<file path="src/ccs_map.svh">
`ifndef CCS_MAP_SVH
`define CCS_MAP_SVH
// descriptor sizes per function code
`define CCS_DLEN_SA     5'd12
`define CCS_DLEN_DA     5'd16
`define CCS_FC_DA_SA    8'h00
`define CCS_FC_SA_DA    8'h01
`define CCS_FC_DA_DA    8'h02
// descriptor byte 0/1 field positions
`define CCS_ADDR_HI     7
`define CCS_ADDR_LO     5
`define CCS_RSV_HI      4
`define CCS_RSV_LO      3
`define CCS_LUN_HI      2
`define CCS_LUN_LO      0
// last legal segment index
`define CCS_SEG_LAST    8'hFF
// sense keys
`define CCS_KEY_ILLEGAL 4'h5
`define CCS_KEY_ABT_CMD 4'hB
`define CCS_KEY_COPYABT 4'hA
// sense layout
`define CCS_SNS_HDR     8'hF0
`define CCS_SNS_ALEN    8'h08
`define CCS_SNS_AREA    8'h0A
`define CCS_STAT_CHECK  8'h02
`define CCS_SNS_EXT     8'h70
`endif

</file>
<file path="src/ccs_pkg.sv">
`default_nettype none
package ccs_pkg;
  // controller states, gray along idle-fetch-check-xfer
  typedef enum logic [2:0] {
    ST_IDLE  = 3'b000,
    ST_FETCH = 3'b001,
    ST_CHECK = 3'b011,
    ST_XFER  = 3'b010,
    ST_TGT   = 3'b110,
    ST_SELF  = 3'b111,
    ST_FIN   = 3'b100
  } ccs_state_e;
  // controller state record
  typedef struct packed {
    ccs_state_e       st;
    logic [7:0]       fc;
    logic [3:0]       bidx;
    logic [15:0][7:0] desc;
    logic [23:0]      rem;
    logic [7:0]       seg;
    logic             issued;
    logic [31:0]      cnt;
    logic [3:0]       key;
    logic [3:0]       ikey;
    logic [7:0]       soff;
    logic [7:0]       doff;
    logic [7:0]       wp;
    logic             done;
    logic             chk;
  } ccs_ctl_s;
endpackage : ccs_pkg
`default_nettype wire

</file>
<file path="src/ccs_copy_mgr.sv">
`include "ccs_map.svh"
`default_nettype none
module ccs_copy_mgr
  import ccs_pkg::*;
#(
  parameter int SNS_DEPTH = 64,
  parameter int FIFO_D    = 8
) (
  // clock, reset, enable
  input  wire logic        clk_i,
  input  wire logic        rst_n_i,
  input  wire logic        ce_i,
  // command and configuration
  input  wire logic        start_i,
  input  wire logic [7:0]  func_i,
  input  wire logic [23:0] list_len_i,
  input  wire logic [2:0]  own_addr_i,
  input  wire logic        third_party_en_i,
  input  wire logic        remote_en_i,
  input  wire logic [15:0] max_blklen_i,
  input  wire logic        parity_err_i,
  input  wire logic        mgmt_fail_i,
  input  wire logic [3:0]  mgmt_key_i,
  // parameter list byte stream
  input  wire logic        par_valid_i,
  input  wire logic [7:0]  par_data_i,
  output logic             par_ready_o,
  // segment request to the data mover
  output logic             seg_valid_o,
  input  wire logic        seg_ready_i,
  output logic [7:0]       seg_num_o,
  output logic [2:0]       seg_src_addr_o,
  output logic [2:0]       seg_src_lun_o,
  output logic [2:0]       seg_dst_addr_o,
  output logic [2:0]       seg_dst_lun_o,
  output logic [15:0]      seg_blklen_o,
  output logic [31:0]      seg_count_o,
  output logic [31:0]      seg_src_lba_o,
  output logic [31:0]      seg_dst_lba_o,
  // transfer progress and failures
  input  wire logic        blk_done_i,
  input  wire logic        seq_len_bad_i,
  input  wire logic        self_fail_i,
  input  wire logic [3:0]  self_key_i,
  // managed target reports
  input  wire logic        tgt_chk_i,
  input  wire logic        tgt_is_dst_i,
  input  wire logic [7:0]  tgt_status_i,
  output logic             req_sense_o,
  input  wire logic        tgt_sns_valid_i,
  input  wire logic [7:0]  tgt_sns_data_i,
  input  wire logic        tgt_sns_last_i,
  output logic             tgt_sns_ready_o,
  // completion and sense readout
  output logic             busy_o,
  output logic             done_o,
  output logic             chk_cond_o,
  output logic [7:0]       sns_len_o,
  input  wire logic [7:0]  sns_addr_i,
  output logic [7:0]       sns_data_o
);
  if (SNS_DEPTH < 16 || SNS_DEPTH > 256) begin : g_bad
    $error("sense depth must be 16 to 256");
  end

  // ----------------------------------------
  // reset release
  // ----------------------------------------
  logic [1:0] rst_sq;                       // release synchroniser
  logic       rst_n;                        // internal reset
  always_ff @(posedge clk_i or negedge rst_n_i) begin
    if (!rst_n_i) begin
      rst_sq <= 2'b00;
    end else begin
      rst_sq <= {rst_sq[0], 1'b1};
    end
  end
  assign rst_n = rst_sq[1];

  // ----------------------------------------
  // parameter fifo
  // ----------------------------------------
  logic       f_vld;                        // byte waiting
  logic [7:0] f_dat;                        // head byte
  logic       pop;                          // parser takes byte
  // stalls on a busy mover so the list source feels back-pressure
  ccs_fifo #(.W(8), .D(FIFO_D)) u_fifo (
    .clk_i       (clk_i),
    .rst_n_i     (rst_n),
    .ce_i        (ce_i),
    .in_valid_i  (par_valid_i),
    .in_data_i   (par_data_i),
    .in_ready_o  (par_ready_o),
    .out_valid_o (f_vld),
    .out_data_o  (f_dat),
    .out_ready_i (pop)
  );

  // ----------------------------------------
  // descriptor fields
  // ----------------------------------------
  ccs_ctl_s    q, d;                        // control state
  logic [4:0]  dlen;                        // descriptor size
  logic [2:0]  s_adr, d_adr;                // target addresses
  logic [31:0] cnt_f, lba_a, lba_b;         // count and addresses
  logic [31:0] resid;                       // blocks left
  logic        rsv_bad;                     // reserved bits set
  logic        mode_bad;                    // unsupported copy mode
  logic        len_bad;                     // seq length unsupported
  logic        last_seg;                    // list exhausted
  always_comb begin
    dlen  = (q.fc == `CCS_FC_DA_DA) ? `CCS_DLEN_DA : `CCS_DLEN_SA;
    s_adr = q.desc[0][`CCS_ADDR_HI:`CCS_ADDR_LO];
    d_adr = q.desc[1][`CCS_ADDR_HI:`CCS_ADDR_LO];
    cnt_f = {q.desc[4], q.desc[5], q.desc[6], q.desc[7]};
    lba_a = {q.desc[8], q.desc[9], q.desc[10], q.desc[11]};
    lba_b = {q.desc[12], q.desc[13], q.desc[14], q.desc[15]};
    resid = cnt_f - q.cnt;
    rsv_bad = (q.desc[0][`CCS_RSV_HI:`CCS_RSV_LO] != 2'b00) ||
              (q.desc[1][`CCS_RSV_HI:`CCS_RSV_LO] != 2'b00);
    // third party: neither end is this device
    mode_bad = ((s_adr != own_addr_i) && (d_adr != own_addr_i) &&
                !third_party_en_i) ||
               ((s_adr != own_addr_i || d_adr != own_addr_i) &&
                !remote_en_i);
    len_bad  = (q.fc != `CCS_FC_DA_DA) &&
               ({q.desc[2], q.desc[3]} > max_blklen_i);
    last_seg = q.rem == 24'h000000;
  end

  // ----------------------------------------
  // segment outputs
  // ----------------------------------------
  always_comb begin
    seg_valid_o    = (q.st == ST_XFER) && !q.issued && (cnt_f != 32'h00000000);
    seg_num_o      = q.seg;
    seg_src_addr_o = s_adr;
    seg_dst_addr_o = d_adr;
    seg_src_lun_o  = q.desc[0][`CCS_LUN_HI:`CCS_LUN_LO];
    seg_dst_lun_o  = q.desc[1][`CCS_LUN_HI:`CCS_LUN_LO];
    seg_blklen_o   = (q.fc == `CCS_FC_DA_DA) ? 16'h0000 : {q.desc[2], q.desc[3]};
    seg_count_o    = cnt_f;
    // the direct-access side takes the single address of 00h/01h
    unique case (q.fc)
      `CCS_FC_DA_SA: begin
        seg_src_lba_o = lba_a;
        seg_dst_lba_o = 32'h00000000;
      end
      `CCS_FC_SA_DA: begin
        seg_src_lba_o = 32'h00000000;
        seg_dst_lba_o = lba_a;
      end
      default: begin
        seg_src_lba_o = lba_a;
        seg_dst_lba_o = lba_b;
      end
    endcase
  end

  // ----------------------------------------
  // controller
  // ----------------------------------------
  logic       we;                           // sense area write
  logic [7:0] wa, wd;                       // write address, data
  logic       own_f;                        // self-detected fault
  logic [3:0] own_k;                        // its sense key
  always_comb begin
    d        = q;
    d.done   = 1'b0;
    we       = 1'b0;
    wa       = q.wp;
    wd       = 8'h00;
    pop      = 1'b0;
    own_f    = 1'b0;
    own_k    = `CCS_KEY_ILLEGAL;
    req_sense_o     = 1'b0;
    tgt_sns_ready_o = 1'b0;
    unique case (q.st)
      ST_IDLE: begin
        if (start_i) begin
          d.fc   = func_i;
          d.rem  = list_len_i;
          d.seg  = 8'h00;
          d.bidx = 4'h0;
          d.desc = '0;
          d.cnt  = 32'h00000000;
          d.soff = 8'h00;
          d.doff = 8'h00;
          d.wp   = `CCS_SNS_AREA;
          d.key  = 4'h0;
          d.chk  = 1'b0;
          if (func_i > `CCS_FC_DA_DA) begin
            own_f = 1'b1;
          end else if (list_len_i == 24'h000000) begin
            d.st = ST_FIN;                                         // empty list
          end else begin
            d.st = ST_FETCH;
          end
        end
      end
      ST_FETCH: begin
        // a partial descriptor at the end of the list is invalid
        if (q.rem < {19'h00000, dlen}) begin
          own_f = 1'b1;
        end else begin
          pop = f_vld;
          if (f_vld) begin
            d.desc[q.bidx] = f_dat;
            d.bidx = q.bidx + 4'h1;
            if (q.bidx == 4'(dlen - 5'd1)) begin
              d.bidx = 4'h0;
              d.st   = ST_CHECK;
            end
          end
        end
      end
      ST_CHECK: begin
        d.rem    = q.rem - {19'h00000, dlen};
        d.cnt    = 32'h00000000;
        d.issued = 1'b0;
        if (rsv_bad || mode_bad || len_bad) begin
          own_f = 1'b1;
        end else begin
          d.st = ST_XFER;
        end
      end
      ST_XFER: begin
        if (tgt_chk_i) begin
          // status byte opens this target's area
          we = 1'b1;
          wd = tgt_status_i;
          if (tgt_is_dst_i) begin
            d.doff = q.wp;
          end else begin
            d.soff = q.wp;
          end
          d.wp = q.wp + 8'h01;
          req_sense_o = 1'b1;
          d.st = ST_TGT;
        end else if (self_fail_i) begin
          // own data-transfer failure: sense is made here
          if (tgt_is_dst_i) begin
            d.doff = q.wp;
          end else begin
            d.soff = q.wp;
          end
          d.ikey = self_key_i;
          d.bidx = 4'h0;
          d.st   = ST_SELF;
        end else if (seq_len_bad_i) begin
          own_f = 1'b1;
          own_k = `CCS_KEY_COPYABT;
        end else if (!q.issued && cnt_f != 32'h00000000) begin
          d.issued = seg_ready_i;
        end else if (cnt_f == 32'h00000000 ||
                     (blk_done_i && q.cnt + 32'h1 == cnt_f)) begin
          // segment finished, or empty and skipped
          d.cnt = cnt_f;
          if (last_seg) begin
            d.st = ST_FIN;
          end else if (q.seg == `CCS_SEG_LAST) begin
            own_f = 1'b1;
          end else begin
            d.seg  = q.seg + 8'h01;
            d.desc = '0;
            d.cnt  = 32'h00000000;
            d.st   = ST_FETCH;
          end
        end else if (blk_done_i) begin
          d.cnt = q.cnt + 32'h1;
        end
      end
      ST_TGT: begin
        tgt_sns_ready_o = 1'b1;
        if (tgt_sns_valid_i) begin
          we = 1'b1;
          wd = tgt_sns_data_i;
          // bytes past the buffer are dropped, pointer saturates, except at SNS_DEPTH 256 where it wraps to 0
          if ({1'b0, q.wp} < 9'(SNS_DEPTH)) begin
            d.wp = q.wp + 8'h01;
          end
          if (tgt_sns_last_i) begin
            d.key = `CCS_KEY_COPYABT;
            d.chk = 1'b1;
            d.st  = ST_FIN;
          end
        end
      end
      ST_SELF: begin
        // status, then a short extended sense with the failure key
        we = 1'b1;
        unique case (q.bidx[1:0])
          2'd0:    wd = `CCS_STAT_CHECK;
          2'd1:    wd = `CCS_SNS_EXT;
          2'd2:    wd = 8'h00;
          default: wd = {4'h0, q.ikey};
        endcase
        d.wp   = q.wp + 8'h01;
        d.bidx = q.bidx + 4'h1;
        if (q.bidx == 4'h3) begin
          d.bidx = 4'h0;
          d.key  = `CCS_KEY_COPYABT;
          d.chk  = 1'b1;
          d.st   = ST_FIN;
        end
      end
      ST_FIN: begin
        d.done = 1'b1;
        d.st   = ST_IDLE;
      end
    endcase
    // bus parity and management faults preempt any busy state except ST_FIN
    if (q.st != ST_IDLE && q.st != ST_FIN && parity_err_i) begin
      own_f = 1'b1;
      own_k = `CCS_KEY_ABT_CMD;
    end else if (q.st != ST_IDLE && q.st != ST_FIN && mgmt_fail_i) begin
      own_f = 1'b1;
      own_k = mgmt_key_i;
    end
    if (own_f) begin
      we     = 1'b0;
      req_sense_o = 1'b0;                                          // no fetch once aborting
      d.key  = own_k;
      d.chk  = 1'b1;
      d.soff = 8'h00;
      d.doff = 8'h00;
      d.wp   = `CCS_SNS_AREA;
      d.st   = ST_FIN;
    end
    if ({1'b0, wa} >= 9'(SNS_DEPTH)) begin
      we = 1'b0;
    end
  end

  always_ff @(posedge clk_i or negedge rst_n) begin
    if (!rst_n) begin
      q <= '0;
    end else if (ce_i) begin
      q <= d;
    end
  end

  // ----------------------------------------
  // sense storage and readout
  // ----------------------------------------
  localparam int SAW = $clog2(SNS_DEPTH);
  logic [7:0] sns_mem [SNS_DEPTH];          // recovered status and sense
  logic [7:0] rd_d, rd_q;                   // readout byte
  // header bytes are built from live state, areas come from memory
  always_comb begin
    unique case (sns_addr_i)
      8'h00:   rd_d = q.chk ? `CCS_SNS_HDR : 8'h00;
      8'h01:   rd_d = q.seg;
      8'h02:   rd_d = {4'h0, q.key};
      8'h03:   rd_d = resid[31:24];
      8'h04:   rd_d = resid[23:16];
      8'h05:   rd_d = resid[15:8];
      8'h06:   rd_d = resid[7:0];
      8'h07:   rd_d = q.wp - `CCS_SNS_ALEN;
      8'h08:   rd_d = q.soff;
      8'h09:   rd_d = q.doff;
      default: rd_d = ({1'b0, sns_addr_i} < 9'(SNS_DEPTH)) ?
                      sns_mem[sns_addr_i[SAW-1:0]] : 8'h00;
    endcase
  end
  always_ff @(posedge clk_i or negedge rst_n) begin
    if (!rst_n) begin
      rd_q <= 8'h00;
    end else if (ce_i) begin
      rd_q <= rd_d;
    end
  end
  // memory holds no reset; the pointer bounds what is valid
  always_ff @(posedge clk_i) begin
    if (ce_i && we) begin
      sns_mem[wa[SAW-1:0]] <= wd;
    end
  end

  // ----------------------------------------
  // status outputs
  // ----------------------------------------
  assign busy_o     = q.st != ST_IDLE;
  assign done_o     = q.done;
  assign chk_cond_o = q.chk;
  assign sns_len_o  = q.wp;
  assign sns_data_o = rd_q;
endmodule : ccs_copy_mgr
`default_nettype wire

</file>
<file path="src/ccs_fifo.sv">
`default_nettype none
module ccs_fifo #(
  parameter int W = 8,
  parameter int D = 8
) (
  input  wire logic         clk_i,
  input  wire logic         rst_n_i,
  input  wire logic         ce_i,
  input  wire logic         in_valid_i,
  input  wire logic [W-1:0] in_data_i,
  output logic              in_ready_o,
  output logic              out_valid_o,
  output logic [W-1:0]      out_data_o,
  input  wire logic         out_ready_i
);
  localparam int AW = $clog2(D);
  if (D < 2 || (1 << AW) != D) begin : g_bad
    $error("fifo depth must be a power of two");
  end
  logic [W-1:0] mem [D];
  logic [AW:0]  wp_q, wp_d, rp_q, rp_d;
  logic         push, pop;
  // full when pointers differ only in the wrap bit
  always_comb begin
    in_ready_o  = (wp_q ^ rp_q) != {1'b1, {AW{1'b0}}};
    out_valid_o = wp_q != rp_q;
    out_data_o  = mem[rp_q[AW-1:0]];
    push        = in_valid_i && in_ready_o;
    pop         = out_valid_o && out_ready_i;
    wp_d        = wp_q + (AW+1)'(push);
    rp_d        = rp_q + (AW+1)'(pop);
  end
  always_ff @(posedge clk_i or negedge rst_n_i) begin
    if (!rst_n_i) begin
      wp_q <= '0;
      rp_q <= '0;
    end else if (ce_i) begin
      wp_q <= wp_d;
      rp_q <= rp_d;
    end
  end
  // storage carries no reset
  always_ff @(posedge clk_i) begin
    if (ce_i && push) begin
      mem[wp_q[AW-1:0]] <= in_data_i;
    end
  end
endmodule : ccs_fifo
`default_nettype wire

</file>
<file path="config.mk">
export PLATFORM = sky130hd
export DESIGN_NAME = ccs_copy_mgr
export DESIGN_NICKNAME = d
export VERILOG_FILES = /design/src/ccs_pkg.sv /design/src/ccs_copy_mgr.sv /design/src/ccs_fifo.sv
export VERILOG_INCLUDE_DIRS = /design/src
export SDC_FILE = /design/constraint.sdc
export NUM_CORES = 2
export LEC_CHECK = 0
export ABC_AREA = 0
export ABC_CLOCK_PERIOD_IN_PS = 10300
export CAP_MARGIN = 40
export CORE_MARGIN = 10
export CORE_UTILIZATION = 50
export DETAILED_ROUTE_END_ITERATION = 10
export DONT_BUFFER_PORTS = 1
export GPL_ROUTABILITY_DRIVEN = 0
export PLACE_DENSITY = 0.68
export SETUP_SLACK_MARGIN = 0.2
export SYNTH_ARGS = -nofsm -noshare
export SYNTH_HDL_FRONTEND = slang
export SYNTH_SLANG_ARGS = --single-unit
</file>
<file path="constraint.sdc">
create_clock -name clk_i -period 10.3 [get_ports clk_i]
set_input_delay 1.03 -clock clk_i [delete_from_list [all_inputs] [get_ports clk_i]]
set_output_delay 1.03 -clock clk_i [all_outputs]
set_load 0.01 [all_outputs]
</file>
# Word level (Yosys, flattened, before mapping)
# Memories as Yosys holds them, arrays and structs flattened.
# Index checks and enable logic that the tools add are counted.
[word_totals]
ff_bits = 260
ramBits = 576
input_bits = 108
output_inout_bits = 155
word_cells = 293
memories = 2
[classes]
n_addsub = 10
magnitude_cmp = 8
n_eq_ne = 58
n_mux = 122
bitwise_logic = 2
reduce_logical = 57
[mem_list]
columns = ["name", "words", "word_bits", "read_ports", "rd_ports_with_merged_regs", "write_ports", "line", "text"]
rows = [
  ["sns_mem", 64, 8, 1, 0, 1, "ccs_copy_mgr.sv:347", "logic [7:0] sns_mem [SNS_DEPTH];"],
  ["u_fifo.mem", 8, 8, 1, 0, 1, "ccs_fifo.sv:20", "logic [W-1:0] mem [D];"],
]
[op_table]
columns = ["cell", "count"]
rows = [
  ["128-bit 2-to-1 mux", 6],
  ["132-bit 2-to-1 mux", 3],
  ["128-bit one-hot mux with 3 select lines", 1],
  ["32-bit 2-to-1 mux", 6],
  ["175-bit 2-to-1 mux", 1],
  ["128-bit bitwise mux", 1],
  ["41-bit 2-to-1 mux", 3],
  ["8-bit 2-to-1 mux", 14],
  ["32-bit one-hot mux with 3 select lines", 1],
  ["8-bit one-hot mux with 10 select lines", 1],
  ["32-bit one-hot mux with 2 select lines", 1],
  ["4-bit 2-to-1 mux", 13],
  ["3-bit 2-to-1 mux", 17],
  ["24-bit zero test", 2],
  ["16-bit 2-to-1 mux", 3],
  ["24-bit 2-to-1 mux", 2],
  ["24-bit one-hot mux with 2 select lines", 1],
  ["36-bit 2-to-1 mux", 1],
  ["3-bit != test, second input constant", 12],
  ["1-bit 2-to-1 mux", 33],
  ["32-bit by 1-bit adder with 32-bit output, second input constant", 1],
  ["8-bit demux with 4-bit select", 1],
  ["32-bit == test", 1],
  ["8-bit by 3-bit == test with 1-bit output, second input constant", 4],
  ["69 further kinds", 128],
]

# Longest topological paths before layout
[depth]
word_depth = 17
mapped_depth = 18
mapped_depth_nobuf = 15

# Cells and area by module
# A second synthesis with hierarchy kept.
[unflattened]
hier_cells = 3048
area_unflattened_um2 = 40318.7
[by_module_without_submodules]
columns = ["module", "instances", "cells_per_inst", "area_per_inst_um2", "seq_area_each_um2"]
rows = [
  ["ccs_copy_mgr", 1, 2905, 37314.5, 21680.8],
  ["ccs_fifo", 1, 143, 3004.1, 2122.0],
]

# Worst setup path before layout
# No wires, ideal clock.
[synth_timing]
path_kind = "register -> output"
start = "register q[231] (netlist bit)"
end = "output port req_sense_o"
arrival_ps = 3983
t_required_ps = 9270
path_slack_ps = 5287
path_stages_with_launch = 17
path_buffers = 4
cell_sequence = "dfrtp_1 > clkbuf_1 > nand4b_1 > clkbuf_1 > clkbuf_1 > ha_1 > inv_1 > fa_1 > a211o_1 > nor3_1 > nand2_1 > o311ai_0 > or3_1 > a21oi_1 > nor2_4 > buf_2 > nor2_1"
[synth_between]
elab_chain_cells = 8
word_cells_on_any_way = 12
classes_between = "order compare (1); eq/ne (2); mux (7); reduce/logical (2)"
[synth_rtl]
columns = ["item", "line", "text"]
rows = [
  ["start, declared", "ccs_copy_mgr.sv:102", "ccs_ctl_s q, d;"],
  ["start signal, assigned", "ccs_copy_mgr.sv:337", "q <= '0;"],
  ["start signal, assigned", "ccs_copy_mgr.sv:339", "q <= d;"],
  ["8-bit by 2-bit == test with 1-bit output (no source line) / 8-bit by 2-bit != test with 1-bit output (equally long branches)", "--", ""],
  ["5-bit 2-to-1 mux (no source line) / 1-bit logical AND (equally long branches)", "--", ""],
  ["24-bit by 5-bit < comparator with 1-bit output / 1-bit logical OR (equally long branches)", "ccs_copy_mgr.sv:203, ccs_copy_mgr.sv:221", ""],
  ["1-bit 2-to-1 mux, on equally long branches", "ccs_copy_mgr.sv:203, ccs_copy_mgr.sv:221", ""],
  ["1-bit one-hot mux with 4 select lines *", "ccs_copy_mgr.sv:178", "unique case (q.st)"],
  ["1-bit 2-to-1 mux *", "ccs_copy_mgr.sv:316", "end else if (q.st != ST_IDLE && q.st != ST_FIN && mgmt_fail_i) begin"],
  ["1-bit 2-to-1 mux *", "ccs_copy_mgr.sv:313", "if (q.st != ST_IDLE && q.st != ST_FIN && parity_err_i) begin"],
  ["1-bit 2-to-1 mux *", "ccs_copy_mgr.sv:320", "if (own_f) begin"],
  ["end, declared", "ccs_copy_mgr.sv:49", "output logic req_sense_o,"],
]
# Mark *: on every way between the ends. The rest lies on a longest branch, timed or not.

# Worst setup path after layout
[layout_timing]
start = "register q[236] (netlist bit)"
end = "output port req_sense_o"
# Same word-level chain as after synthesis.

==> impl_results.md <==
* Clk pin slew, worst setup/hold paths at 0.06 ns
* Worst Path Buf+Inv at 0
* Comb pwr share at 0.194
* Pleak at about 16 nW
* Register Area at 0.0238 mm²
* CTS Root Cell: clkbuf_16
* Crit path kind: reg -> out
* Max clock buf depth at 3
* Wire per inst at slightly below 30 µm
* Sw Share at 0.292
* Synth Flop Type: edfxtp_1
* Reg2reg start: q[236]
* EDFF count, synth at ~580
* Design area at 0.0438 mm²
* Final hold violation count at 0
* Crit-path leading delay family: simple AND/OR/NAND/NOR gates
* Die area at 0.0913 mm²
* Finish-stage setup viols at 0
* Fmax at 146 MHz
* Slew at the pin closest to its max-slew limit at 0.992 ns
* Final HPWL DP at 82,600 µm
* Syn Inst Count at 3,051
* #FFs+latches synth at around 840
* CTS tree: yes
* PortBufs at 0
* WL final at around 120,000 µm
* DRC at 0
* Die width at 302 µm
* Syn Nets at 3,225
* 1st-iter DRT viols at 3,342
* P_int at 0.00642 W
* Power per Cell Area at 207 mW/mm²
* Post-CTS setup buffers at 0
* Sw power at 0.00265 W
* Pre-Repair DR Iteration Count at 9
* Mean Syn Cell Area at 13.1 µm²
* Worst-path maximum fanout at 21
* Starting Density at 0.504
* Vias in the first global route at approximately 27k
* Worst reg-to-reg setup slack at 3.95 ns
* Capturing point of the worst reg2reg path: sns_mem[27][3]
* Share of the synthesized area in the top cell type at 0.434
* Slew Limit Fails at 0
* Worst Setup End Kind: output port
* Slowest CP cell: nand4b_1
* Crit path from: q[236]
* Worst path required time at roughly 9.3 ns
* Via Count at around 27k
* Post-Route Setup TNS at 0 ns
* Worst reg-to-reg path cell count at 13
* Fill count at 6,198
* Kind of start point of the critical path: flop
* First-pass GRT wire length at 177,000 µm
* Sequential fraction of design power at 0.443
* Share of cells above drive strength 1 at 0.145
* Nets at about 3.1k
* Slew HR at 0.332
* Clock power frac at 0.363
* Ports at 263
* Critical-path cell list: nor4_1 -> nand4b_1 -> ha_1 -> a211o_1 -> nor3_1 -> nand2_1 -> o311ai_0 -> or3_1 -> a21oi_1 -> nor2_4 -> nor2_1
* Final Hold Slack at 0.0992 ns
* Placeable Area at between 0.07 and 0.08 mm²
* Hold Crit Class: in -> async
* Post-route minimum period at a little under 7 ns
* Initial antenna violation count at 5
* Top cells by count, synth: 576 x edfxtp_1, 260 x dfrtp_1, 235 x nand2_1
* Chip height at 302 µm
* Maximum VDD drop at 0.000141 V
* Async set or reset register ratio after synthesis at 0.311
* H-tree depth at 3
* Leading area contributor after synthesis: edfxtp_1
* Register area share after synthesis at 0.598
* Vias per cell at 6.66
* Hold buffers post-CTS at 0
* WP data arrival at 5.80 ns
* Mapped Area at around 0.04 mm²
* Layout area overhead at 10.1%
* Clock Latency Late Sink at 0.64 ns
* Yosys Warn Count at 0
* Inserted Clock Buffers at 84
* Tcrit/Tclk final at 0.664
* Clk sinks at ~840
* Global route total overflow at 0
* RSZ-0062 raised after global routing: false
* Multi-input gate area at 0.0146 mm²
* Area after DPL at 0.0409 mm²
* PostCTS Resize Cnt at 0
* Most common cell in the netlist: edfxtp_1
* Largest net degree at the start of global routing at 137
* Antenna viol nets, final at 0
* Max_cap viols at 0
* Crit-path max cell delay at 0.72 ns
* Outcome: completed
* Clock Skew at 0.0273 ns
* Synth unique cells at 89
* Standard-cell row count at 103
* Gr usage total at 0.256
* Synth top area cells: edfxtp_1 43%, dfrtp_1 16%, mux4_2 10%
[metrics by stage]
| stage | power (W) | util | worst slack, ns | instances |
|---|---|---|---|---|
| final | 0.00906 | 0.555 | 3.47 | 4087 |
| after CTS | 0.00907 | 0.555 | 3.57 | 4085 |
| after floorplan | 0.00531 | - | 2.52 | 3051 |
| after global placement | 0.00570 | 0.510 | 4.01 | 3897 |
| after detailed placement | 0.00579 | 0.517 | 4.08 | 3931 |
| after global routing | 0.00938 | 0.555 | 3.07 | 4087 |
[routing by layer]
| metal | track usage | routed length [µm] | vias up |
|---|---|---|---|
| met2 | 0.411 | 57400 | 1703 |
| met3 | 0.0511 | 11800 | 330 |
| met1 | 0.327 | 43700 | 13700 |
| met4 | 0.137 | 6860 | 4 |
| met5 | 0 | 27 | - |
| li1 | - | - | 11500 |
[cell usage in the layout (no fill, tap or decap), types with 87 or more instances in the layout]
cell	instances
clkbuf_16	87
o21ai_0	189
nand3_1	108
inv_1	96
edfxtp_1	576
nand2_1	229
mux4_2	177
a21oi_1	129
dfrtp_1	259
nor2_1	169
[worst register-to-register path, stage by stage (launching register included)]
cell and delay, ns:
dfrtp_1 0.38, nor4_1 0.42, nand4b_1 0.72, ha_1 0.65, a211o_1 0.35, nor3_1 0.59, nand2_1 0.35, o311ai_0 0.61
or3_1 0.31, a21oi_1 0.17, o21ai_1 0.48, buf_4 0.27, or4_1 0.43, nor2_1 0.29
[power groups by stage]
stage | Combinational [W] | Sequential, W | Clock (W)
3_5_place_dp | 0.00172 | 0.00407 | 0
3_3_place_gp | 0.00162 | 0.00408 | 0
6_report | 0.00176 | 0.00401 | 0.00329
4_1_cts | 0.00174 | 0.00400 | 0.00333
2_1_floorplan | 0.00133 | 0.00397 | 0
5_1_grt | 0.00189 | 0.00403 | 0.00346
[state kept, by name (all words and copies together) (netlist names), 4 cells and up]
name,cells
sns_data_o,8
seg_num_o,8
u_fifo.rp_q,4
q,116
lba_a,32
sns_len_o,8
u_fifo.wp_q,4
seg_count_o,32
lba_b,32
sns_mem,512
u_fifo.mem,64
[cell families (layout without fill, tap and decap cells)]
family,count (synthesis),after routing,synth area share
AO/OA/AOI/OAI,705,705,0.113
buffers and inverters,333,317,0.0388
XOR/XNOR,78,78,0.0172
AND/OR/NAND/NOR,814,814,0.101
multiplexers,218,218,0.111
flip-flops,836,836,0.598
adder cells (fa/ha/maj),66,66,0.0211
other,1,3,0.0000942
[area by class of cell]
type | count | share of cell area
Antenna cell | 2 | 0.000114
Clock buffer | 100 | 0.0517
Clock inverter | 54 | 0.0164
Inverter | 96 | 0.00822
Multi-Input combinational cell | 1882 | 0.332
Sequential cell | 836 | 0.543
Tap cell | 1050 | 0.0300
Timing Repair Buffer | 67 | 0.0188
[worst max path at each step]
stage                           endpoint  slack [ns]  depth (start not counted)
after floorplan               chk_cond_o        2.52                          0
after global placement    sns_mem[29][1]        4.01                         12
after detailed placement  sns_mem[27][3]        4.08                         13
after CTS                    req_sense_o        3.57                         11
after global routing         req_sense_o        3.07                         11
final                        req_sense_o        3.47                         11
No activity file was read; power rests on OpenSTA's default activity.
